$ cat config.mk
export PLATFORM = sky130hd
export DESIGN_NAME = rcm_mode_ctrl
export DESIGN_NICKNAME = d
export VERILOG_FILES = /design/src/core/rcm_mode_ctrl.v
export VERILOG_INCLUDE_DIRS = /design/src /design/src/shared
export SDC_FILE = /design/constraint.sdc
export NUM_CORES = 1
export LEC_CHECK = 0
export BUFFER_PORTS_ARGS = -buffer_cell sky130_fd_sc_hd__buf_4
export CORE_AREA = 2 2 147 77
export DETAILED_ROUTE_END_ITERATION = 8
export DIE_AREA = 0 0 149 79
export MAX_ROUTING_LAYER = met4
export PLACE_DENSITY = 0.73
export SLEW_MARGIN = 20
export SYNTH_ARGS = -nofsm -noshare
export SYNTH_HDL_FRONTEND = slang
export SYNTH_SLANG_ARGS = --single-unit
$ cat constraint.sdc
create_clock -name clk_in -period 1.9 [get_ports clk_in]
set_clock_uncertainty 0.1 [all_clocks]
set_input_delay 0.095 -clock clk_in [delete_from_list [all_inputs] [get_ports clk_in]]
set_output_delay 0.095 -clock clk_in [all_outputs]
set_load 0.01 [all_outputs]
$ cat src/shared/rcm_ctrl_regs.vh
// Constants for the run/console mode controller
`ifndef RCM_CTRL_REGS_VH
`define RCM_CTRL_REGS_VH
`define RCM_MEM_AW 15
`define RCM_ROM_AW 9
`define RCM_ROM_WORDS 512
`define RCM_SCR_AW 4
`define RCM_SCR_WORDS 16
`define RCM_START_BIT 15
`define RCM_DW 16
`define RCM_ST_IDLE 3'h0
`define RCM_ST_CPU 3'h1
`define RCM_ST_MEM 3'h2
`define RCM_ST_TERM 3'h3
`define RCM_ST_CONSOLE 3'h4
`define RCM_ST_RUN 3'h5
`define RCM_TEST_PATTERN 16'ha5c3
`endif

$ cat src/core/rcm_mode_ctrl.v
// Run/console mode controller with power-up self-test
`timescale 1ns/1ps
`include "rcm_ctrl_regs.vh"
module rcm_mode_ctrl
(
    // Clock, reset, enable
    input wire clk_in,
    input wire rst_n_in,
    input wire ce_in,
    // Power events and options
    input wire power_up_in,
    input wire power_fail_in,
    input wire battery_present_in,
    input wire panel_lock_in,
    // Serial interface events
    input wire break_rx_in,
    input wire term_ok_in,
    // Fetch request from processor core
    input wire fetch_req_in,
    input wire [15:0] fetch_addr_in,
    input wire [15:0] wr_data_in,
    input wire wr_req_in,
    // Buses
    input wire [15:0] memory_return_bus_in,
    input wire [15:0] serial_rx_data_in,
    output reg [15:0] processor_result_bus_out,
    output reg [15:0] processor_input_bus_out,
    output reg [15:0] fetch_data_out,
    // Memory and ROM strobes
    output reg mem_rd_out,
    output reg mem_wr_out,
    output reg rom_rd_out,
    output reg scr_wr_out,
    // Status
    output reg console_mode_out,
    output reg run_mode_out,
    output reg self_test_out,
    output reg self_test_fail_out,
    output reg prog_interrupt_out
);

// --------------------------------------------------------------
// Input synchronisers
// --------------------------------------------------------------
reg [5:0] sync1_r;
reg [5:0] sync2_r;
reg brk_prev_r;
wire pu_s = sync2_r[0];
wire pf_s = sync2_r[1];
wire bat_s = sync2_r[2];
wire lock_s = sync2_r[3];
wire brk_s = sync2_r[4];
wire tok_s = sync2_r[5];
wire brk_rise = brk_s & ~brk_prev_r;

// Two flops on each power, panel-lock and serial event input
always @(posedge clk_in or negedge rst_n_in)
begin
    if (!rst_n_in)
    begin
        sync1_r <= 6'h00;
        sync2_r <= 6'h00;
        brk_prev_r <= 1'b0;
    end
    else if (ce_in)
    begin
        sync1_r <= {term_ok_in, break_rx_in, panel_lock_in, battery_present_in, power_fail_in, power_up_in};
        sync2_r <= sync1_r;
        brk_prev_r <= brk_s;
    end
end

// --------------------------------------------------------------
// Mode and self-test sequencer
// --------------------------------------------------------------
reg [2:0] state_r;
reg [2:0] state_nxt;
reg [14:0] tst_addr_r;
reg tst_wr_r;
reg fail_r;
reg rd_chk_r;
reg [14:0] rd_addr_r;
wire mem_last = (tst_addr_r == {`RCM_MEM_AW{1'b1}});
wire pf_restart = pf_s & ~bat_s;
// Power-up, or power fail with no battery present, pins the sequencer in its idle state
wire restart = pu_s | pf_restart;
// Monitor start command: a console write with the start bit set
wire run_start = fetch_req_in & wr_req_in & fetch_addr_in[`RCM_START_BIT];

// Next state, exactly one mode outside test
always @*
begin
    state_nxt = state_r;
    case (state_r)
        `RCM_ST_IDLE: state_nxt = `RCM_ST_CPU;
        `RCM_ST_CPU: state_nxt = `RCM_ST_MEM;
        `RCM_ST_MEM: if (mem_last && !tst_wr_r) state_nxt = `RCM_ST_TERM;
        `RCM_ST_TERM: if (tok_s) state_nxt = `RCM_ST_CONSOLE;
        `RCM_ST_CONSOLE: if (run_start) state_nxt = `RCM_ST_RUN;
        `RCM_ST_RUN: if (brk_rise && !lock_s) state_nxt = `RCM_ST_CONSOLE;
        default: state_nxt = `RCM_ST_IDLE;
    endcase
    if (restart)
        state_nxt = `RCM_ST_IDLE;
end

// State and memory test walker
always @(posedge clk_in or negedge rst_n_in)
begin
    if (!rst_n_in)
    begin
        state_r <= `RCM_ST_IDLE;
        tst_addr_r <= 15'h0000;
        tst_wr_r <= 1'b1;
        fail_r <= 1'b0;
        rd_chk_r <= 1'b0;
        rd_addr_r <= 15'h0000;
    end
    else if (ce_in)
    begin
        state_r <= state_nxt;
        // Read-back data arrives one cycle after its address went out
        rd_chk_r <= (state_r == `RCM_ST_MEM) && !tst_wr_r;
        rd_addr_r <= tst_addr_r;
        if (rd_chk_r && memory_return_bus_in != (`RCM_TEST_PATTERN ^ {1'b0, rd_addr_r}))
            fail_r <= 1'b1;
        // A fresh test starts with a clean flag, so idle clears last
        if (state_r == `RCM_ST_IDLE)
        begin
            tst_addr_r <= 15'h0000;
            tst_wr_r <= 1'b1;
            fail_r <= 1'b0;
        end
        else if (state_r == `RCM_ST_MEM)
        begin
            // Write whole array, then read it back
            if (mem_last)
                tst_wr_r <= 1'b0;
            tst_addr_r <= tst_addr_r + 15'h0001;
        end
    end
end

// --------------------------------------------------------------
// Bus steering
// --------------------------------------------------------------
// Test flag follows the next state so it never overlaps console mode
wire in_test = (state_nxt == `RCM_ST_CPU) || (state_nxt == `RCM_ST_MEM) || (state_nxt == `RCM_ST_TERM);

// Registered outputs
always @(posedge clk_in or negedge rst_n_in)
begin
    if (!rst_n_in)
    begin
        processor_result_bus_out <= 16'h0000;
        processor_input_bus_out <= 16'h0000;
        fetch_data_out <= 16'h0000;
        mem_rd_out <= 1'b0;
        mem_wr_out <= 1'b0;
        rom_rd_out <= 1'b0;
        scr_wr_out <= 1'b0;
        console_mode_out <= 1'b0;
        run_mode_out <= 1'b0;
        self_test_out <= 1'b1;
        self_test_fail_out <= 1'b0;
        prog_interrupt_out <= 1'b0;
    end
    else if (ce_in)
    begin
        console_mode_out <= (state_nxt == `RCM_ST_CONSOLE);
        run_mode_out <= (state_nxt == `RCM_ST_RUN);
        self_test_out <= in_test || (state_nxt == `RCM_ST_IDLE);
        self_test_fail_out <= fail_r;
        // Pulse only when the break really moves us to console
        prog_interrupt_out <= (state_r == `RCM_ST_RUN) && (state_nxt == `RCM_ST_CONSOLE);
        processor_input_bus_out <= serial_rx_data_in;
        fetch_data_out <= memory_return_bus_in;
        mem_rd_out <= 1'b0;
        mem_wr_out <= 1'b0;
        rom_rd_out <= 1'b0;
        scr_wr_out <= 1'b0;
        if (state_r == `RCM_ST_MEM)
        begin
            processor_result_bus_out <= tst_wr_r ? (`RCM_TEST_PATTERN ^ {1'b0, tst_addr_r}) : {1'b0, tst_addr_r};
            mem_wr_out <= tst_wr_r;
            mem_rd_out <= ~tst_wr_r;
        end
        else if (state_r == `RCM_ST_RUN && fetch_req_in && !restart)
        begin
            processor_result_bus_out <= wr_req_in ? wr_data_in : {1'b0, fetch_addr_in[`RCM_MEM_AW-1:0]};
            mem_rd_out <= ~wr_req_in;
            mem_wr_out <= wr_req_in;
        end
        else if (state_r == `RCM_ST_CONSOLE && fetch_req_in && !restart && !fetch_addr_in[`RCM_START_BIT])
        begin
            // Scratch RAM sits just above the 512-word ROM window
            if (fetch_addr_in[`RCM_ROM_AW])
            begin
                processor_result_bus_out <= wr_req_in ? wr_data_in : {12'h000, fetch_addr_in[`RCM_SCR_AW-1:0]};
                scr_wr_out <= wr_req_in;
            end
            else
            begin
                processor_result_bus_out <= {7'h00, fetch_addr_in[`RCM_ROM_AW-1:0]};
                rom_rd_out <= 1'b1;
            end
        end
    end
end

endmodule

==> impl_metrics.tcl <==
set metrics [dict create \
    first_global_vias 4362 \
    max_stage_delay_ns 0.44 \
    min_from "wr_data_in[0]" \
    dp_slack_ns -0.04738 \
    outcome "complete, but fails checks" \
    reg2reg_from "state_r[2]" \
    clock_sinks 106 \
    cap_violations 0 \
    critPathCaptureType "register" \
    route.detailed.drc 0 \
    postRouteWirelength_um 13870 \
    avgSynthCellArea_um2 11.25 \
    die_width_um 149 \
    grt_max_degree 95 \
    core_mm2 0.01061 \
    drv_slew 0 \
    synth-edff-count 0 \
    cp_top_family "simple AND/OR/NAND/NOR gates" \
    yosys_warnings 0 \
    io_pins 132 \
    synth_top_area_cell "dfrtp_1" \
    rows 27 \
    netlist_area_mm2 0.004926 \
    setup_violations 1 \
    critPathLaunchType "register" \
    areaGrowthSynthToFinish_pct 50.06 \
    avgViaCountPerCell 5.286 \
    synth-async-reset-ratio_pct 100.0 \
    wl_met2_um 6256 \
    clockBufferDepth 2 \
    cpMaxStageDelayCell "or4_4" \
    rsz0062_at_grt "true" \
    avgRoutedWirePerCell_um 17.15 \
    antenna_found_initial 0 \
    initial_core_util_pct 46.44 \
    cp_data_required_time_ns 2.06 \
    met1Wirelength_um 6512 \
    synth_top_cell_area_share_pct 52.83 \
    fp.dieH_um 79 \
    grtUsageTotal_pct 24.75 \
    instances_no_fill 809 \
    violations "negative setup slack" \
    drtAntennaViolNets 0 \
    pwr_density_cell_mw_per_mm2 907.2 \
    yosys-top-cells-area "dfrtp_1 53%, mux2_2 14%, xor2_1 3.6%" \
    syn_inst 438 \
    cp.arrival_ns 2.07 \
    synth_flop_cell "dfrtp_1" \
    max_slew_margin_pct 63.71 \
    fp.dieArea_mm2 0.01177 \
    firstDrtPassIters 5 \
    drive_above_1_share_pct 42.62 \
    seq_area_frac_synth_pct 53.90 \
    gp_congestion 0.9220 \
    grt_pass1_wl_um 22180 \
    synth_cell_types 49 \
    critPathBufInv 0 \
    synth_nets 514 \
    total_leakage_power_nw 3.366 \
    wl_met3_um 1049 \
    hp-class "input pin to register" \
    maxUsedRoutingLayer "met4" \
    portBuffers 131 \
    ys_ff_latch 106 \
    cp_cell_sequence "or3b_4, or4_4, or3_4, a21oi_2" \
    dp.cells 736 \
    fin_crit_sh_pct 100.4 \
    tightest_slew_ns 0.5444 \
    fin_nets 735 \
    htree_levels 3 \
    critPathMaxFanout 4 \
    critical_path_class "register to register" \
    num_vias 4276 \
    clock.fmax_mhz 524.1 \
    synth_most_common_cell "dfrtp_1" \
    clkLatencyLatePin_ns 0.34 \
    synthTopCellsByCount "104 x dfrtp_1, 60 x mux2_2, 36 x nor2_1" \
    cts_tree "built" \
    hold_viol 0 \
    cts_made_buffers 9 \
    setup.worst_path.start "state_r[2]" \
    worst_slack_ns -0.008149 \
    timing.final.crit_period_ns 1.908 \
    diodes 0 \
    clk_pin_slew_ns 0.07 \
    dpl.hpwl_um 9540 \
    ir_drop_v 0.0004431 \
    drtIter0Drc 323 \
    grt_overflow_total 0 \
    clock-root-buffer "clkbuf_16" \
]
==> cell families (layout without fill, tap and decap cells) <==
kind of cell	Yosys count	count (layout)	share of synthesized area (%)
multiplexers	63	63	14.33
AO/OA/AOI/OAI	71	71	9.881
buffers and inverters	39	265	3.149
XOR/XNOR	32	32	5.690
flip-flops	106	106	53.90
AND/OR/NAND/NOR	126	126	12.80
adder cells (fa/ha/maj)	1	1	0.2540
==> path summary, 6_finish.rpt <==
| kind | end | slack (ns) | depth (start not counted) |
|---|---|---|---|
| setup / recovery | tst_addr_r[11] | -0.008 | 4 |
| hold / removal | processor_result_bus_out[0] | 0.009 | 3 |
| setup reg to reg | tst_addr_r[11] | -0.008 | 4 |
| hold reg to reg | sync2_r[4] | 0.40 | 2 |
| max in group asynchronous | self_test_out | 0.84 | 3 |
| min in group asynchronous | rd_addr_r[4] | 0.20 | 2 |
==> cell usage in the layout, fill, tap and decap left out, types with 3 or more instances in the layout <==
cell,instances
a21oi_1,6
nand3_1,17
nand2_1,27
o22ai_1,6
a221oi_2,5
a31oi_1,12
nand2b_1,3
dlygate4sd3_1,54
nand4_1,19
mux2_2,60
a211o_1,3
clkbuf_16,10
xor2_1,20
buf_12,3
inv_1,13
nor2_1,35
buf_4,175
o21ai_0,19
dfrtp_1,103
mux2i_1,3
xnor2_1,12
==> final cells by class <==
type / count / area, µm²
Timing Repair Buffer: 235 / 1962
Clock inverter: 6 / 75.07
Tap cell: 145 / 181.4
Fill cell: 779 / 3216
Clock buffer: 10 / 229.0
Inverter: 14 / 52.55
Sequential cell: 106 / 2656
Multi-Input combinational cell: 293 / 2236
==> report_power, final <==
part / switching, mW / total [mW] / leakage, nW / internal, mW
clock: 0.857 / 1.90 / 0.146 / 1.04
combinational: 0.976 / 2.01 / 1.89 / 1.04
sequential: 0.218 / 2.79 / 1.33 / 2.57
==> what timing repair did <==
item,4_1_cts,5_1_grt
pin swaps,1,7
setup buffers,1,1
cloned,0,1
hold buffers,54,0
hold endpoints to repair,83,0
endpoints found under the setup margin,9,20
gates resized for setup,4,22
==> worst min-delay path: stages <==
cell     delay (ns)
buf_4          0.08
mux2i_1        0.05
o21ai_0        0.17
==> metal layers <==
metal / global-route usage, % / vias to the layer above
met3: 5.690 / 8
met1: 35.78 / 2074
met4: 4.095 / 0
li1: - / 2022
met2: 36.45 / 172
met5: - / -
==> registers in the layout (all words and copies together) (netlist names), 3 cells and up <==
register and count:
fetch_data_out 16, processor_input_bus_out 16, processor_result_bus_out 16, rd_addr_r 15, state_r 3, sync1_r 6, sync2_r 6, tst_addr_r 15
==> metrics by stage <==
stage	instance area [µm²]	power, mW	utilization, %	hold slack [ns]	setup TNS, ns
after floorplan	4935	3.657	-	-0.3006	-0.05809
after CTS	7258	6.628	68.42	0.009222	0
after global placement	6381	4.544	60.16	0.005072	-0.00004152
final	7392	6.706	69.69	0.009338	-0.008149
after global routing	7392	7.072	69.69	0.001635	-0.2074
after detailed placement	6381	4.615	60.16	0.01580	-0.1596
Note: power is estimated with default switching activity, not from simulation.
